==> src/pkg/adc_prescale_pkg.sv <==
// shared constants and types for the conversion-clock prescaler and mux addressing
package adc_prescale_pkg;

    // prescaler counter and field widths
    localparam int CNT_W     = 5;
    localparam int LOW_W     = 3;
    localparam int RUN_W     = 8;

    // conversion command channel field and external mux addressing
    localparam int CH_W      = 6;
    localparam int ADDR_W    = 3;
    localparam int EXT_SEL_W = 2;

    // counter values
    localparam logic [CNT_W-1:0] CNT_ZERO = 5'h00;
    localparam logic [CNT_W-1:0] CNT_ONE  = 5'h01;
    localparam logic [RUN_W-1:0] RUN_ONE  = 8'h01;

    // reset values
    localparam logic [LOW_W-1:0]     LOW_RST  = 3'h0;
    localparam logic [ADDR_W-1:0]    ADDR_RST = 3'h0;
    localparam logic [EXT_SEL_W-1:0] SEL_RST  = 2'h0;
    localparam logic [CH_W-1:0]      CH_RST   = 6'h00;

    // channel field layout in external mode: [4:3] picks the mux, [2:0] its input
    localparam int CH_ADDR_LSB = 0;
    localparam int CH_SEL_LSB  = 3;
    localparam int CH_EXT_BIT  = 5;  // set means an internal channel above the external range

    // prescaler phase machine
    typedef enum logic [2:0] {
        ST_LOAD = 3'b001,
        ST_HIGH = 3'b010,
        ST_LOW  = 3'b100
    } phase_e;

endpackage

==> src/half_cycle_stretch.sv <==
// holds a falling edge back by half a system clock period
`timescale 1ns/1ps
module half_cycle_stretch (
    input  wire logic core_clk,
    input  wire logic rstn,
    input  wire logic level_in,
    input  wire logic stretch_en,
    output logic      level_out
);

    logic neg_d;
    logic neg_q;

    // copy of the level taken on the falling system edge
    always_comb begin
        neg_d = level_in;
    end

    always_ff @(negedge core_clk) begin
        if (!rstn) begin
            neg_q <= 1'b0;
        end else begin
            neg_q <= neg_d;
        end
    end

    // the or only extends a high level; rising edges still come from the posedge flop
    assign level_out = level_in | (stretch_en & neg_q);

endmodule

==> src/adc_clock_prescaler_ext_mux.sv <==
// conversion-clock prescaler and external analog mux addressing
`timescale 1ns/1ps
module adc_clock_prescaler_ext_mux
    import adc_prescale_pkg::*;
(
    input  wire logic                 core_clk,
    input  wire logic                 rstn,
    input  wire logic [CNT_W-1:0]     high_phase_count,
    input  wire logic [LOW_W-1:0]     low_phase_count,
    input  wire logic                 half_tick_add,
    input  wire logic                 external_mux_select,
    input  wire logic                 cmd_valid,
    input  wire logic [CH_W-1:0]      cmd_channel,
    output logic                      converter_clock,
    output logic [ADDR_W-1:0]         mux_address_out,
    output logic [EXT_SEL_W-1:0]      ext_input_sel,
    output logic                      ext_channel_active,
    output logic [CH_W-1:0]           internal_channel,
    output logic                      conversion_start
);

    // ------------------------------------------------------------------
    // prescaler state
    // ------------------------------------------------------------------
    phase_e           phase_d;
    phase_e           phase_q;
    logic [CNT_W-1:0] cnt_d;
    logic [CNT_W-1:0] cnt_q;
    logic [CNT_W-1:0] high_d;
    logic [CNT_W-1:0] high_q;
    logic [LOW_W-1:0] low_d;
    logic [LOW_W-1:0] low_q;
    logic             half_d;
    logic             half_q;
    logic             clk_d;
    logic             clk_q;
    logic             low_match;

    // the low phase keeps counting down from zero, so its low bits run 111, 110, ...
    assign low_match = (cnt_q[LOW_W-1:0] == ~low_q);

    // next-state for the phase machine; settings are latched at the start of
    // each high phase so a write mid-period cannot produce a runt pulse
    always_comb begin
        phase_d = phase_q;
        cnt_d   = cnt_q;
        high_d  = high_q;
        low_d   = low_q;
        half_d  = half_q;
        clk_d   = clk_q;
        case (phase_q)
            ST_LOAD: begin
                phase_d = ST_HIGH;
                cnt_d   = high_phase_count;
                high_d  = high_phase_count;
                low_d   = low_phase_count;
                half_d  = half_tick_add;
                clk_d   = 1'b1;
            end
            ST_HIGH: begin
                cnt_d = cnt_q - CNT_ONE;
                if (cnt_q == CNT_ZERO) begin
                    phase_d = ST_LOW;
                    clk_d   = 1'b0;
                end
            end
            ST_LOW: begin
                if (low_match) begin
                    phase_d = ST_HIGH;
                    cnt_d   = high_phase_count;
                    high_d  = high_phase_count;
                    low_d   = low_phase_count;
                    half_d  = half_tick_add;
                    clk_d   = 1'b1;
                end else begin
                    cnt_d = cnt_q - CNT_ONE;
                end
            end
            default: begin
                phase_d = ST_LOAD;
                clk_d   = 1'b0;
            end
        endcase
    end

    // reset parks in the load state, which fetches the counts one cycle later
    always_ff @(posedge core_clk) begin
        if (!rstn) begin
            phase_q <= ST_LOAD;
            cnt_q   <= CNT_ZERO;
            high_q  <= CNT_ZERO;
            low_q   <= LOW_RST;
            half_q  <= 1'b0;
            clk_q   <= 1'b0;
        end else begin
            phase_q <= phase_d;
            cnt_q   <= cnt_d;
            high_q  <= high_d;
            low_q   <= low_d;
            half_q  <= half_d;
            clk_q   <= clk_d;
        end
    end

    // the stretch needs the falling system edge; this is the one output that
    // is not a plain posedge flop, traded for the half-period resolution
    half_cycle_stretch u_stretch (
        .core_clk   (core_clk),
        .rstn       (rstn),
        .level_in   (clk_q),
        .stretch_en (half_q),
        .level_out  (converter_clock)
    );

    // ------------------------------------------------------------------
    // channel addressing
    // ------------------------------------------------------------------
    logic [ADDR_W-1:0]    addr_d;
    logic [ADDR_W-1:0]    addr_q;
    logic [EXT_SEL_W-1:0] sel_d;
    logic [EXT_SEL_W-1:0] sel_q;
    logic                 ext_d;
    logic                 ext_q;
    logic [CH_W-1:0]      ich_d;
    logic [CH_W-1:0]      ich_q;
    logic                 start_d;
    logic                 start_q;

    // true when a channel number lands on one of the external mux inputs
    function automatic logic is_external(input logic mode, input logic [CH_W-1:0] ch);
        is_external = mode && !ch[CH_EXT_BIT];
    endfunction

    // a command updates the address in the same cycle it is started, so the
    // external mux has the whole sample window to settle
    always_comb begin
        addr_d  = addr_q;
        sel_d   = sel_q;
        ext_d   = ext_q;
        ich_d   = ich_q;
        start_d = cmd_valid;
        if (cmd_valid) begin
            if (is_external(external_mux_select, cmd_channel)) begin
                ext_d  = 1'b1;
                addr_d = cmd_channel[CH_SEL_LSB-1:CH_ADDR_LSB];
                sel_d  = cmd_channel[CH_EXT_BIT-1:CH_SEL_LSB];
                ich_d  = CH_RST;
            end else begin
                ext_d  = 1'b0;
                addr_d = ADDR_RST;
                sel_d  = SEL_RST;
                ich_d  = cmd_channel;
            end
        end
    end

    always_ff @(posedge core_clk) begin
        if (!rstn) begin
            addr_q  <= ADDR_RST;
            sel_q   <= SEL_RST;
            ext_q   <= 1'b0;
            ich_q   <= CH_RST;
            start_q <= 1'b0;
        end else begin
            addr_q  <= addr_d;
            sel_q   <= sel_d;
            ext_q   <= ext_d;
            ich_q   <= ich_d;
            start_q <= start_d;
        end
    end

    assign mux_address_out    = addr_q;
    assign ext_input_sel      = sel_q;
    assign ext_channel_active = ext_q;
    assign internal_channel   = ich_q;
    assign conversion_start   = start_q;

    // ------------------------------------------------------------------
    // checks
    // ------------------------------------------------------------------
    logic [RUN_W-1:0] run_d;
    logic [RUN_W-1:0] run_q;

    // counts how many cycles the posedge clock level has held, one on its first cycle
    always_comb begin
        if (clk_d != clk_q) begin
            run_d = RUN_ONE;
        end else begin
            run_d = run_q + RUN_ONE;
        end
    end

    always_ff @(posedge core_clk) begin
        if (!rstn) begin
            run_q <= RUN_ONE;
        end else begin
            run_q <= run_d;
        end
    end
endmodule

==> config.mk <==
export PLATFORM = sky130hd
export DESIGN_NAME = adc_clock_prescaler_ext_mux
export DESIGN_NICKNAME = d
export VERILOG_FILES = /design/src/pkg/adc_prescale_pkg.sv /design/src/half_cycle_stretch.sv /design/src/adc_clock_prescaler_ext_mux.sv
export SDC_FILE = /design/constraint.sdc
export NUM_CORES = 1
export LEC_CHECK = 0
export BUFFER_PORTS_ARGS = -buffer_cell sky130_fd_sc_hd__buf_4
export CELL_PAD_IN_SITES_DETAIL_PLACEMENT = 0
export CELL_PAD_IN_SITES_GLOBAL_PLACEMENT = 1
export CORE_AREA = 10 10 71 73
export CTS_BUF_LIST = sky130_fd_sc_hd__clkbuf_8
export DETAILED_ROUTE_END_ITERATION = 10
export DIE_AREA = 0 0 81 83
export HOLD_SLACK_MARGIN = 0.1
export PLACE_DENSITY_LB_ADDON = 0.15
export SKIP_LAST_GASP = 1
export SYNTH_ARGS = -nofsm -noshare
export SYNTH_HDL_FRONTEND = slang
export SYNTH_SLANG_ARGS = --single-unit
==> constraint.sdc <==
create_clock -name core_clk -period 1.6 [get_ports core_clk]
set_input_delay 0 -clock core_clk [delete_from_list [all_inputs] [get_ports core_clk]]
set_output_delay 0 -clock core_clk [all_outputs]
set_load 0.01 [all_outputs]
==> flow_summary.ini, run 1 <==
[status]
status = finished, violations left
violations = setup timing

[drt]
post_drt_wl_per_cell_um = 14.6
drtIter0Drc = 51
post-route-drc-count = 0
ant_nets = 0
viasPerCell = 5.03
drt_wl_total_um = 3860
vias = 1334
drtPass1Iterations = 4

[synth]
synthMuxAreaShare_pct = 2.06
netlist.area_leader.share_pct = 37.0
synth-adder-area-share_pct = 0.857
ys_seq_area_share_pct = 37.0
synth_xor_area_share_pct = 5.14
syn_area_um2 = 1460
ys_seq_elements = 27
synth_top_family_by_area = simple AND/OR/NAND/NOR gates
yosysWarnings = 0
synth-compound-area-share_pct = 21.3
yosysTopAreaCell = dfxtp_1
yosys-top-cells-area = dfxtp_1 37%, a21oi_1 6.9%, nand2b_1 6.0%, nor2b_1 3.4%, xor2_2 3.3%
syn_area_per_cell_um2 = 8.74
syn_inst = 167
yosys.area_share.simple_pct = 26.6
syn_nets = 187
synth.distinct_cells = 42

[timing]
setup_tns_ns = -0.102
layout_setup_ws_ns = -0.102
rsz0062_at_grt = yes
fin_worst_skew_ns = 0.0567
finalSetupViolations = 1
worst_pin_slew_ns = 0.641
hold_violations = 0
drv_slew = 0
relSlewSlack_pct = 57.2

[global_routing]
grt_start_max_net_pins = 24
grt_pass1_wl_um = 6380
antenna_found_initial = 0
grt_usage_pct = 11.5
grt-ovfl-total = 0
grt_pass1_vias = 1295

[final_layout]
diodes = 0
most-common-layout-cells = 41 x buf_4, 26 x dfxtp_1, 20 x a21oi_1, 16 x dlygate4sd3_1, 14 x nand2b_1
drive_gt1_share_pct = 27.6
final_common_cell = buf_4
fin_nets = 238
area_delta_synth_final_pct = 35.3

[worst_setup_path]
critPathLaunchType = flip-flop
r2r_start = cnt_q[1]$_SDFFE_PN0N_
end_kind = primary output
cp.required_ns = 1.60
crit_arrival_ns = 1.70
startpoint = u_stretch.neg_q$_SDFF_NN0_
path_class = flip-flop to primary output
path_max_fanout = 1
worstRegToRegCells = 6

[power_and_ir_drop]
vdd_drop_max_mv = 0.479
p_leak_nw = 0.816
powerDensity_nw_per_um2 = 983
total_power_w = 0.00194

[min_path]
worstHoldStart = high_phase_count[0]
hold-path-cell-count = 3
hp-class = primary input to flip-flop

[cts]
cts_root_buffer = clkbuf_8
clock_path_buffers = 2
cts_sinks = 27
cts_made_buffers = 3
post_cts_buffers = 0
clk_latency_ns = 0.34
cts_tree = built
cts_max_level = 1
clkTransAtPathRegs_ns = 0.10

[place]
dpl_worst_slack_ns = 0.108
dpl.hpwl_um = 2770
gp_congestion = 0.902
portBuffers = 32

[floorplan]
die_h_um = 83
io_pins = 33
placeableCoreArea_um2 = 3630
die_area_um2 = 6720
rows = 22
start_util_pct = 40.2
fp.dieW_um = 81

[run]
max-cap-violations = 0
==> cells in the mapped netlist (all sizes together) <==
cell	number
dfxtp	27
or3	1
nor3	2
clkbuf	5
a21oi	20
nor2	9
o211a	1
a211oi	2
nand3b	6
o31ai	1
inv	6
ha	1
buf	7
o22a	1
nor2b	8
nor4b	1
nand4	1
o221ai	1
nand2b	15
o211ai	5
xor2	6
o21ai	10
mux2i	3
a32oi	1
nand3	10
nor3b	1
a22o	1
a31oi	3
nand2	5
a22oi	1
o22ai	1
a21o	1
and4	1
and2	3
==> routing by layer <==
metal	track usage, %	share of wire [%]	up-vias
met5	0	0	-
met2	17.7	46	24
met3	3.66	5.5	4
li1	-	-	684
met4	2.82	0.80	0
met1	15.0	48	622
==> metrics by stage <==
step | instances | hold WS, ns | utilization, % | instance area [um2]
2_1_floorplan | 167 | 0.147 | - | 1460
3_3_place_gp | 245 | 0.253 | 48.3 | 1750
3_5_place_dp | 245 | 0.263 | 48.3 | 1750
4_1_cts | 265 | 0.108 | 54.1 | 1970
5_1_grt | 265 | 0.136 | 54.4 | 1980
6_report | 265 | 0.102 | 54.4 | 1980
==> area by class of cell <==
type	count	area [um2]
Clock inverter	2	10.0
Clock buffer	3	41.3
Tap cell	48	60.1
Multi-Input combinational cell	122	825
Timing Repair Buffer	58	479
Sequential cell	27	542
Inverter	5	18.8
Fill cell	351	1660
==> kinds of logic after synthesis <==
logic type,count (synthesis)
and+or+nand+nor,63
buffers and inverters,18
adders and majority gates,1
AOI/OAI and AO/OA,49
muxes,3
xor gates and xnor gates,6
DFF,27
==> report_power, final <==
| group | internal, W | switching, W | leakage [nW] |
|---|---|---|---|
| Clock | 0.000182 | 0.000240 | 0.0314 |
| Sequential | 0.000749 | 0.0000877 | 0.223 |
| Combinational | 0.000336 | 0.000348 | 0.562 |
| Total | 0.00127 | 0.000676 | 0.816 |
==> flip-flops by register name, indices dropped and copies added, names as in the netlist <==
| name | flops |
|---|---|
| clk_q | 1 |
| ext_input_sel | 2 |
| ext_channel_active | 1 |
| half_q | 1 |
| internal_channel | 6 |
| phase_q | 3 |
| u_stretch.neg_q | 1 |
| cnt_q | 5 |
| low_q | 3 |
| mux_address_out | 3 |
| conversion_start | 1 |
==> path summary, 6_finish.rpt <==
kind / endpoint / slack (ns)
worst max-delay path: converter_clock / -0.10
worst min-delay path: cnt_q[0]$_SDFFE_PN0N_ / 0.10
worst max register to register: cnt_q[4]$_SDFFE_PN0N_ / 0.09
worst min register to register: ext_input_sel[1]$_SDFFE_PN0P_ / 0.47
==> what timing repair did <==
item	CTS	global route
setup endpoints to repair	1	4
endpoints found under the hold margin	22	0
pin swaps	1	0
gates resized for setup	1	2
hold buffers	16	0
==> critical path: stages, from the launching register on <==
cell,delay (ns)
dfxtp_1,0.29
a21o_1,0.16
buf_6,0.12
Note: power is estimated with default switching activity, not from simulation.
==> inputs of run 2 (changes only) <==
--- a/config.mk
+++ b/config.mk
@@ -8,10 +8,10 @@
 export BUFFER_PORTS_ARGS = -buffer_cell sky130_fd_sc_hd__buf_4
 export CELL_PAD_IN_SITES_DETAIL_PLACEMENT = 0
 export CELL_PAD_IN_SITES_GLOBAL_PLACEMENT = 1
-export CORE_AREA = 10 10 71 73
+export CORE_AREA = 2 2 63 65
 export CTS_BUF_LIST = sky130_fd_sc_hd__clkbuf_8
 export DETAILED_ROUTE_END_ITERATION = 10
-export DIE_AREA = 0 0 81 83
+export DIE_AREA = 0 0 65 67
 export HOLD_SLACK_MARGIN = 0.1
 export PLACE_DENSITY_LB_ADDON = 0.15
 export SKIP_LAST_GASP = 1
==> run 2 against run 1 <==
Effect of this change:
- the run still ends with setup timing left
- total power down 2.3%
- cell count up 0.38%
- non-clock buffer count up 1
- critical path type unchanged
- critical endpoint unchanged
- largest power group unchanged
==> flow_summary.ini, run 2 (synthesized netlist as in run 1, its figures left out) <==
[power_and_ir_drop]
intPower_w = 0.00126
p_seq_share_pct = 43.9
clock_power_share_pct = 20.1
swShare_pct = 33.4
p_comb_share_pct = 36.0
power_switching_w = 0.000634
p_leak_nw = 0.821
vdd_drop_max_mv = 0.783
total_power_w = 0.00190
powerDensity_nw_per_um2 = 958

[global_routing]
grt-ovfl-total = 0
grt_start_max_net_pins = 24
grt_pass1_wl_um = 5820
grt_usage_pct = 17.1
antenna_found_initial = 0
grt_pass1_vias = 1239

[final_layout]
diodes = 0
final_common_cell = buf_4
finalNonFillerCells = 266
most-common-layout-cells = 42 x buf_4, 27 x dfxtp_1, 20 x a21oi_1, 16 x dlygate4sd3_1, 14 x nand2b_1
drive_gt1_share_pct = 27.1
largest_reg_flops = 6
area_delta_synth_final_pct = 35.6
fin_area_um2 = 1980
fin_nets = 239

[worst_setup_path]
regToRegSetupSlack_ns = 0.15
path_max_fanout = 1
path_class = flip-flop to primary output
cp.required_ns = 1.60
worstRegToRegCells = 6
r2r_start = cnt_q[1]$_SDFFE_PN0N_
critPathLaunchType = flip-flop
crit_arrival_ns = 1.69
end_kind = primary output
r2r-end = cnt_q[4]$_SDFFE_PN0N_

[place]
dp.cells = 245
dpl_worst_slack_ns = 0.118
place_area_um2 = 1750
gp_congestion = 0.863
dpl.hpwl_um = 2500
portBuffers = 32

[cts]
cts_root_buffer = clkbuf_8
clock_path_buffers = 2
cts_tree = built
clkTransAtPathRegs_ns = 0.09
cts_sinks = 27
cts_max_level = 1
cts_made_buffers = 3
clk_latency_ns = 0.32

[drt]
post-route-drc-count = 0
drt_wl_total_um = 3430
post_drt_wl_per_cell_um = 12.9
viasPerCell = 5.13
drtIter0Drc = 76
vias = 1365
ant_nets = 0
drtPass1Iterations = 4

[floorplan]
die_h_um = 67
rows = 22
die_area_um2 = 4360
fp.dieW_um = 65
io_pins = 33
placeableCoreArea_um2 = 3610
start_util_pct = 40.5

[timing]
drv_slew = 0
fin_worst_skew_ns = 0.0626
layout_setup_ws_ns = -0.0864
relSlewSlack_pct = 59.8
holdWs_ns = 0.148
worst_pin_slew_ns = 0.602
hold_violations = 0
finalSetupViolations = 1
rsz0062_at_grt = yes

[min_path]
hold-path-cell-count = 3
worstHoldStart = high_phase_count[0]
min_to = cnt_q[0]$_SDFFE_PN0N_
hp-class = primary input to flip-flop

[status]
status = finished, violations left
violations = setup timing

[run]
max-cap-violations = 0
run 2: layer usage:
metal	global-route usage (%)	wire length, um
met2	27.1	1590
met3	3.89	145
met4	1.86	0
met1	24.4	1690
met5	0	0
run 2: worst max path at each step:
stage,from,end,slack (ns),depth (start not counted)
after floorplan,cnt_q[0]$_SDFFE_PN0N_,cnt_q[4]$_SDFFE_PN0N_,0.23,6
after global placement,cnt_q[1]$_SDFFE_PN0N_,cnt_q[4]$_SDFFE_PN0N_,0.20,6
after detailed placement,cnt_q[1]$_SDFFE_PN0N_,cnt_q[4]$_SDFFE_PN0N_,0.12,6
after CTS,u_stretch.neg_q$_SDFF_NN0_,converter_clock,-0.1,2
after global routing,u_stretch.neg_q$_SDFF_NN0_,converter_clock,-0.12,2
final,u_stretch.neg_q$_SDFF_NN0_,converter_clock,-0.09,2
run 2: metrics by stage:
stage / setup TNS (ns) / utilization, %
2_1_floorplan: 0 / -
3_3_place_gp: 0 / 48.6
3_5_place_dp: 0 / 48.6
4_1_cts: -0.0995 / 54.4
5_1_grt: -0.122 / 54.9
6_report: -0.0864 / 54.9
run 2: cell type report:
| cell class | count | area (um2) |
|---|---|---|
| Clock inverter | 2 | 7.51 |
| Clock buffer | 3 | 41.3 |
| Fill cell | 349 | 1630 |
| Tap cell | 48 | 60.1 |
| Multi-Input combinational cell | 122 | 825 |
| Timing Repair Buffer | 59 | 487 |
| Inverter | 5 | 18.8 |
| Sequential cell | 27 | 541 |
run 2: power by group through the flow:
stage	clock (W)	combinational (W)	sequential, W
floorplan	0.00000782	0.000468	0.000825
global placement	0.00000782	0.000624	0.000839
detailed placement	0.00000782	0.000629	0.000843
CTS	0.000397	0.000667	0.000828
global route	0.000427	0.000753	0.000846
finish	0.000382	0.000682	0.000833
run 2: what timing repair did:
item,in CTS,in global routing
gates resized for setup,1,1
cloned,0,0
buffers inserted,0,1
pin swaps,1,0
setup endpoints to repair,1,4
endpoints found under the hold margin,22,0
hold buffers,16,0
run 2: critical path, cell delays in order (launching register included):
cell	delay, ns
dfxtp_1	0.29
a21o_1	0.16
buf_6	0.12
==> inputs of run 3 (changes only) <==
--- a/config.mk
+++ b/config.mk
@@ -8,10 +8,9 @@
 export BUFFER_PORTS_ARGS = -buffer_cell sky130_fd_sc_hd__buf_4
 export CELL_PAD_IN_SITES_DETAIL_PLACEMENT = 0
 export CELL_PAD_IN_SITES_GLOBAL_PLACEMENT = 1
-export CORE_AREA = 2 2 63 65
-export CTS_BUF_LIST = sky130_fd_sc_hd__clkbuf_8
+export CORE_AREA = 2 2 65 67
 export DETAILED_ROUTE_END_ITERATION = 10
-export DIE_AREA = 0 0 65 67
+export DIE_AREA = 0 0 67 69
 export HOLD_SLACK_MARGIN = 0.1
 export PLACE_DENSITY_LB_ADDON = 0.15
 export SKIP_LAST_GASP = 1
==> run 3 against run 2 <==
Effect of this change:
- the flow still finishes with violations (setup timing)
- non-clock buffer count fell by 2
- wire length increased by 2.3%
- cell area increased by 0.38%
- flip-flop and latch count did not move
- clock skew fell by 0.0030 ns
- first-iteration DRC count increased by 25%
- total power increased by 2.7%
- register-to-register slack improved by 0.02 ns
- worst setup slack worse by 0.017 ns
- via count shrank 0.44%
- core utilization fell by 4.1 points
- critical path depth stayed put
- critical endpoint unchanged
==> flow_summary.ini, run 3 (synthesized netlist as in run 1, its figures left out) <==
[cts]
cts_root_buffer = clkbuf_8
cts_made_buffers = 3
clk_latency_ns = 0.34
clkTransAtPathRegs_ns = 0.11
cts_sinks = 27
clock_path_buffers = 2
cts_tree = built
cts_max_level = 1

[floorplan]
rows = 23
die_h_um = 69
start_util_pct = 37.3
placeableCoreArea_um2 = 3910
die_area_um2 = 4620
fp.dieW_um = 67
io_pins = 33

[final_layout]
most-common-layout-cells = 39 x buf_4, 25 x dfxtp_1, 20 x a21oi_1, 16 x dlygate4sd3_1, 14 x nand2b_1
diodes = 0
fillers = 383
seq_area_um2 = 543
drive_gt1_share_pct = 27.8
final_common_cell = buf_4
multi_input_area_um2 = 825
area_delta_synth_final_pct = 36.1
largest_reg_flops = 6
fin_nets = 237

[global_routing]
grt_start_max_net_pins = 24
grt-ovfl-total = 0
antenna_found_initial = 0
grt_pass1_wl_um = 5890
grt_pass1_vias = 1273
grt_usage_pct = 16.4

[worst_setup_path]
path_class = flip-flop to primary output
cp_slowest_cell = dfxtp_1
end_kind = primary output
r2r_start = cnt_q[0]$_SDFFE_PN0N_
path_cells = a21o_1 -> buf_6
crit_arrival_ns = 1.70
critPathLaunchType = flip-flop
startpoint = u_stretch.neg_q$_SDFF_NN0_
crit_path_max_incr_delay_ns = 0.29
cp.required_ns = 1.60
path_max_fanout = 1

[drt]
drtPass1Iterations = 4
post-route-drc-count = 0
ant_nets = 0
drt_wl_total_um = 3510
post_drt_wl_per_cell_um = 13.2
vias = 1359
viasPerCell = 5.11
drtIter0Drc = 95

[timing]
worst_pin_slew_ns = 0.567
relSlewSlack_pct = 62.1
holdWs_ns = 0.121
finalSetupViolations = 1
rsz0062_at_grt = yes
fin_worst_skew_ns = 0.0596
layout_setup_ws_ns = -0.104
hold_violations = 0
drv_slew = 0

[min_path]
hp-class = primary input to flip-flop
worstHoldStart = high_phase_count[0]

[place]
portBuffers = 32
dpl_worst_slack_ns = 0.0981
gp_congestion = 0.811
dpl.hpwl_um = 2510

[power_and_ir_drop]
p_seq_share_pct = 43.2
swShare_pct = 34.5
vdd_drop_max_mv = 0.390
powerDensity_nw_per_um2 = 980
power_switching_w = 0.000672
p_comb_share_pct = 34.3
clock_power_share_pct = 22.5
intPower_w = 0.00128
p_leak_nw = 0.812

[status]
violations = setup timing
status = finished, violations left

[run]
max-cap-violations = 0
==> run 3: cell count changes in the layout (fill, tap and decap cells not counted), sizes merged <==
cell  previous run  this run
buf             43        41
==> run 3: path summary, 6_finish.rpt <==
kind	endpoint	slack (ns)	cells past startpoint
setup / recovery	converter_clock	-0.10	2
hold / removal	cnt_q[0]$_SDFFE_PN0N_	0.12	4
setup reg to reg	cnt_q[4]$_SDFFE_PN0N_	0.17	6
hold reg to reg	mux_address_out[0]$_SDFFE_PN0P_	0.48	2
==> run 3: cell type report <==
cell class                 instances  area share, %
clock buffer                       3           2.08
clock inverter                     2          0.630
inverter                           5          0.945
multi-input combinational        122           41.5
sequential                        27           27.3
tap                               50           3.15
timing repair buffer              57           24.4
==> run 3: what timing repair did <==
action / in CTS / in global routing
hold buffers: 16 / 0
pin swaps: 1 / 1
resized for setup: 1 / 3
endpoints found under the hold margin: 22 / 0
endpoints found under the setup margin: 1 / 5
buffers inserted: 0 / 1
==> run 3: worst max-delay path, delay by kind of cell, from the launching register on <==
kind	cells	cell delay, ns
buffers and inverters	1	0.12
AOI/OAI and AO/OA	1	0.16
DFF	1	0.29
==> run 3: metal layers <==
metal,routed length (um),track usage (%),vias to the layer above
met4,76,7.71,0
met5,0,0,-
met2,1600,23.7,38
met1,1650,23.4,635
li1,-,-,679
met3,179,2.61,7
==> run 3: power by group through the flow <==
stage          combinational (W)   clock (W)  sequential (W)
2_1_floorplan           0.000468  0.00000782        0.000825
5_1_grt                 0.000730    0.000482        0.000852
6_report                0.000669    0.000438        0.000841
3_5_place_dp            0.000619  0.00000782        0.000848
4_1_cts                 0.000657    0.000454        0.000833
3_3_place_gp            0.000620  0.00000782        0.000846
==> run 3: per-stage QoR <==
stage / total power [W] / TNS (ns) / std cells / area, um2 / utilization [%]
final: 0.00195 / -0.104 / 266 / 1990 / 50.8
after global routing: 0.00206 / -0.146 / 266 / 1990 / 50.8
after CTS: 0.00194 / -0.119 / 265 / 1970 / 50.3
after detailed placement: 0.00148 / 0 / 245 / 1750 / 44.8
after global placement: 0.00147 / 0 / 245 / 1750 / 44.8
after floorplan: 0.00130 / 0 / 167 / 1460 / -
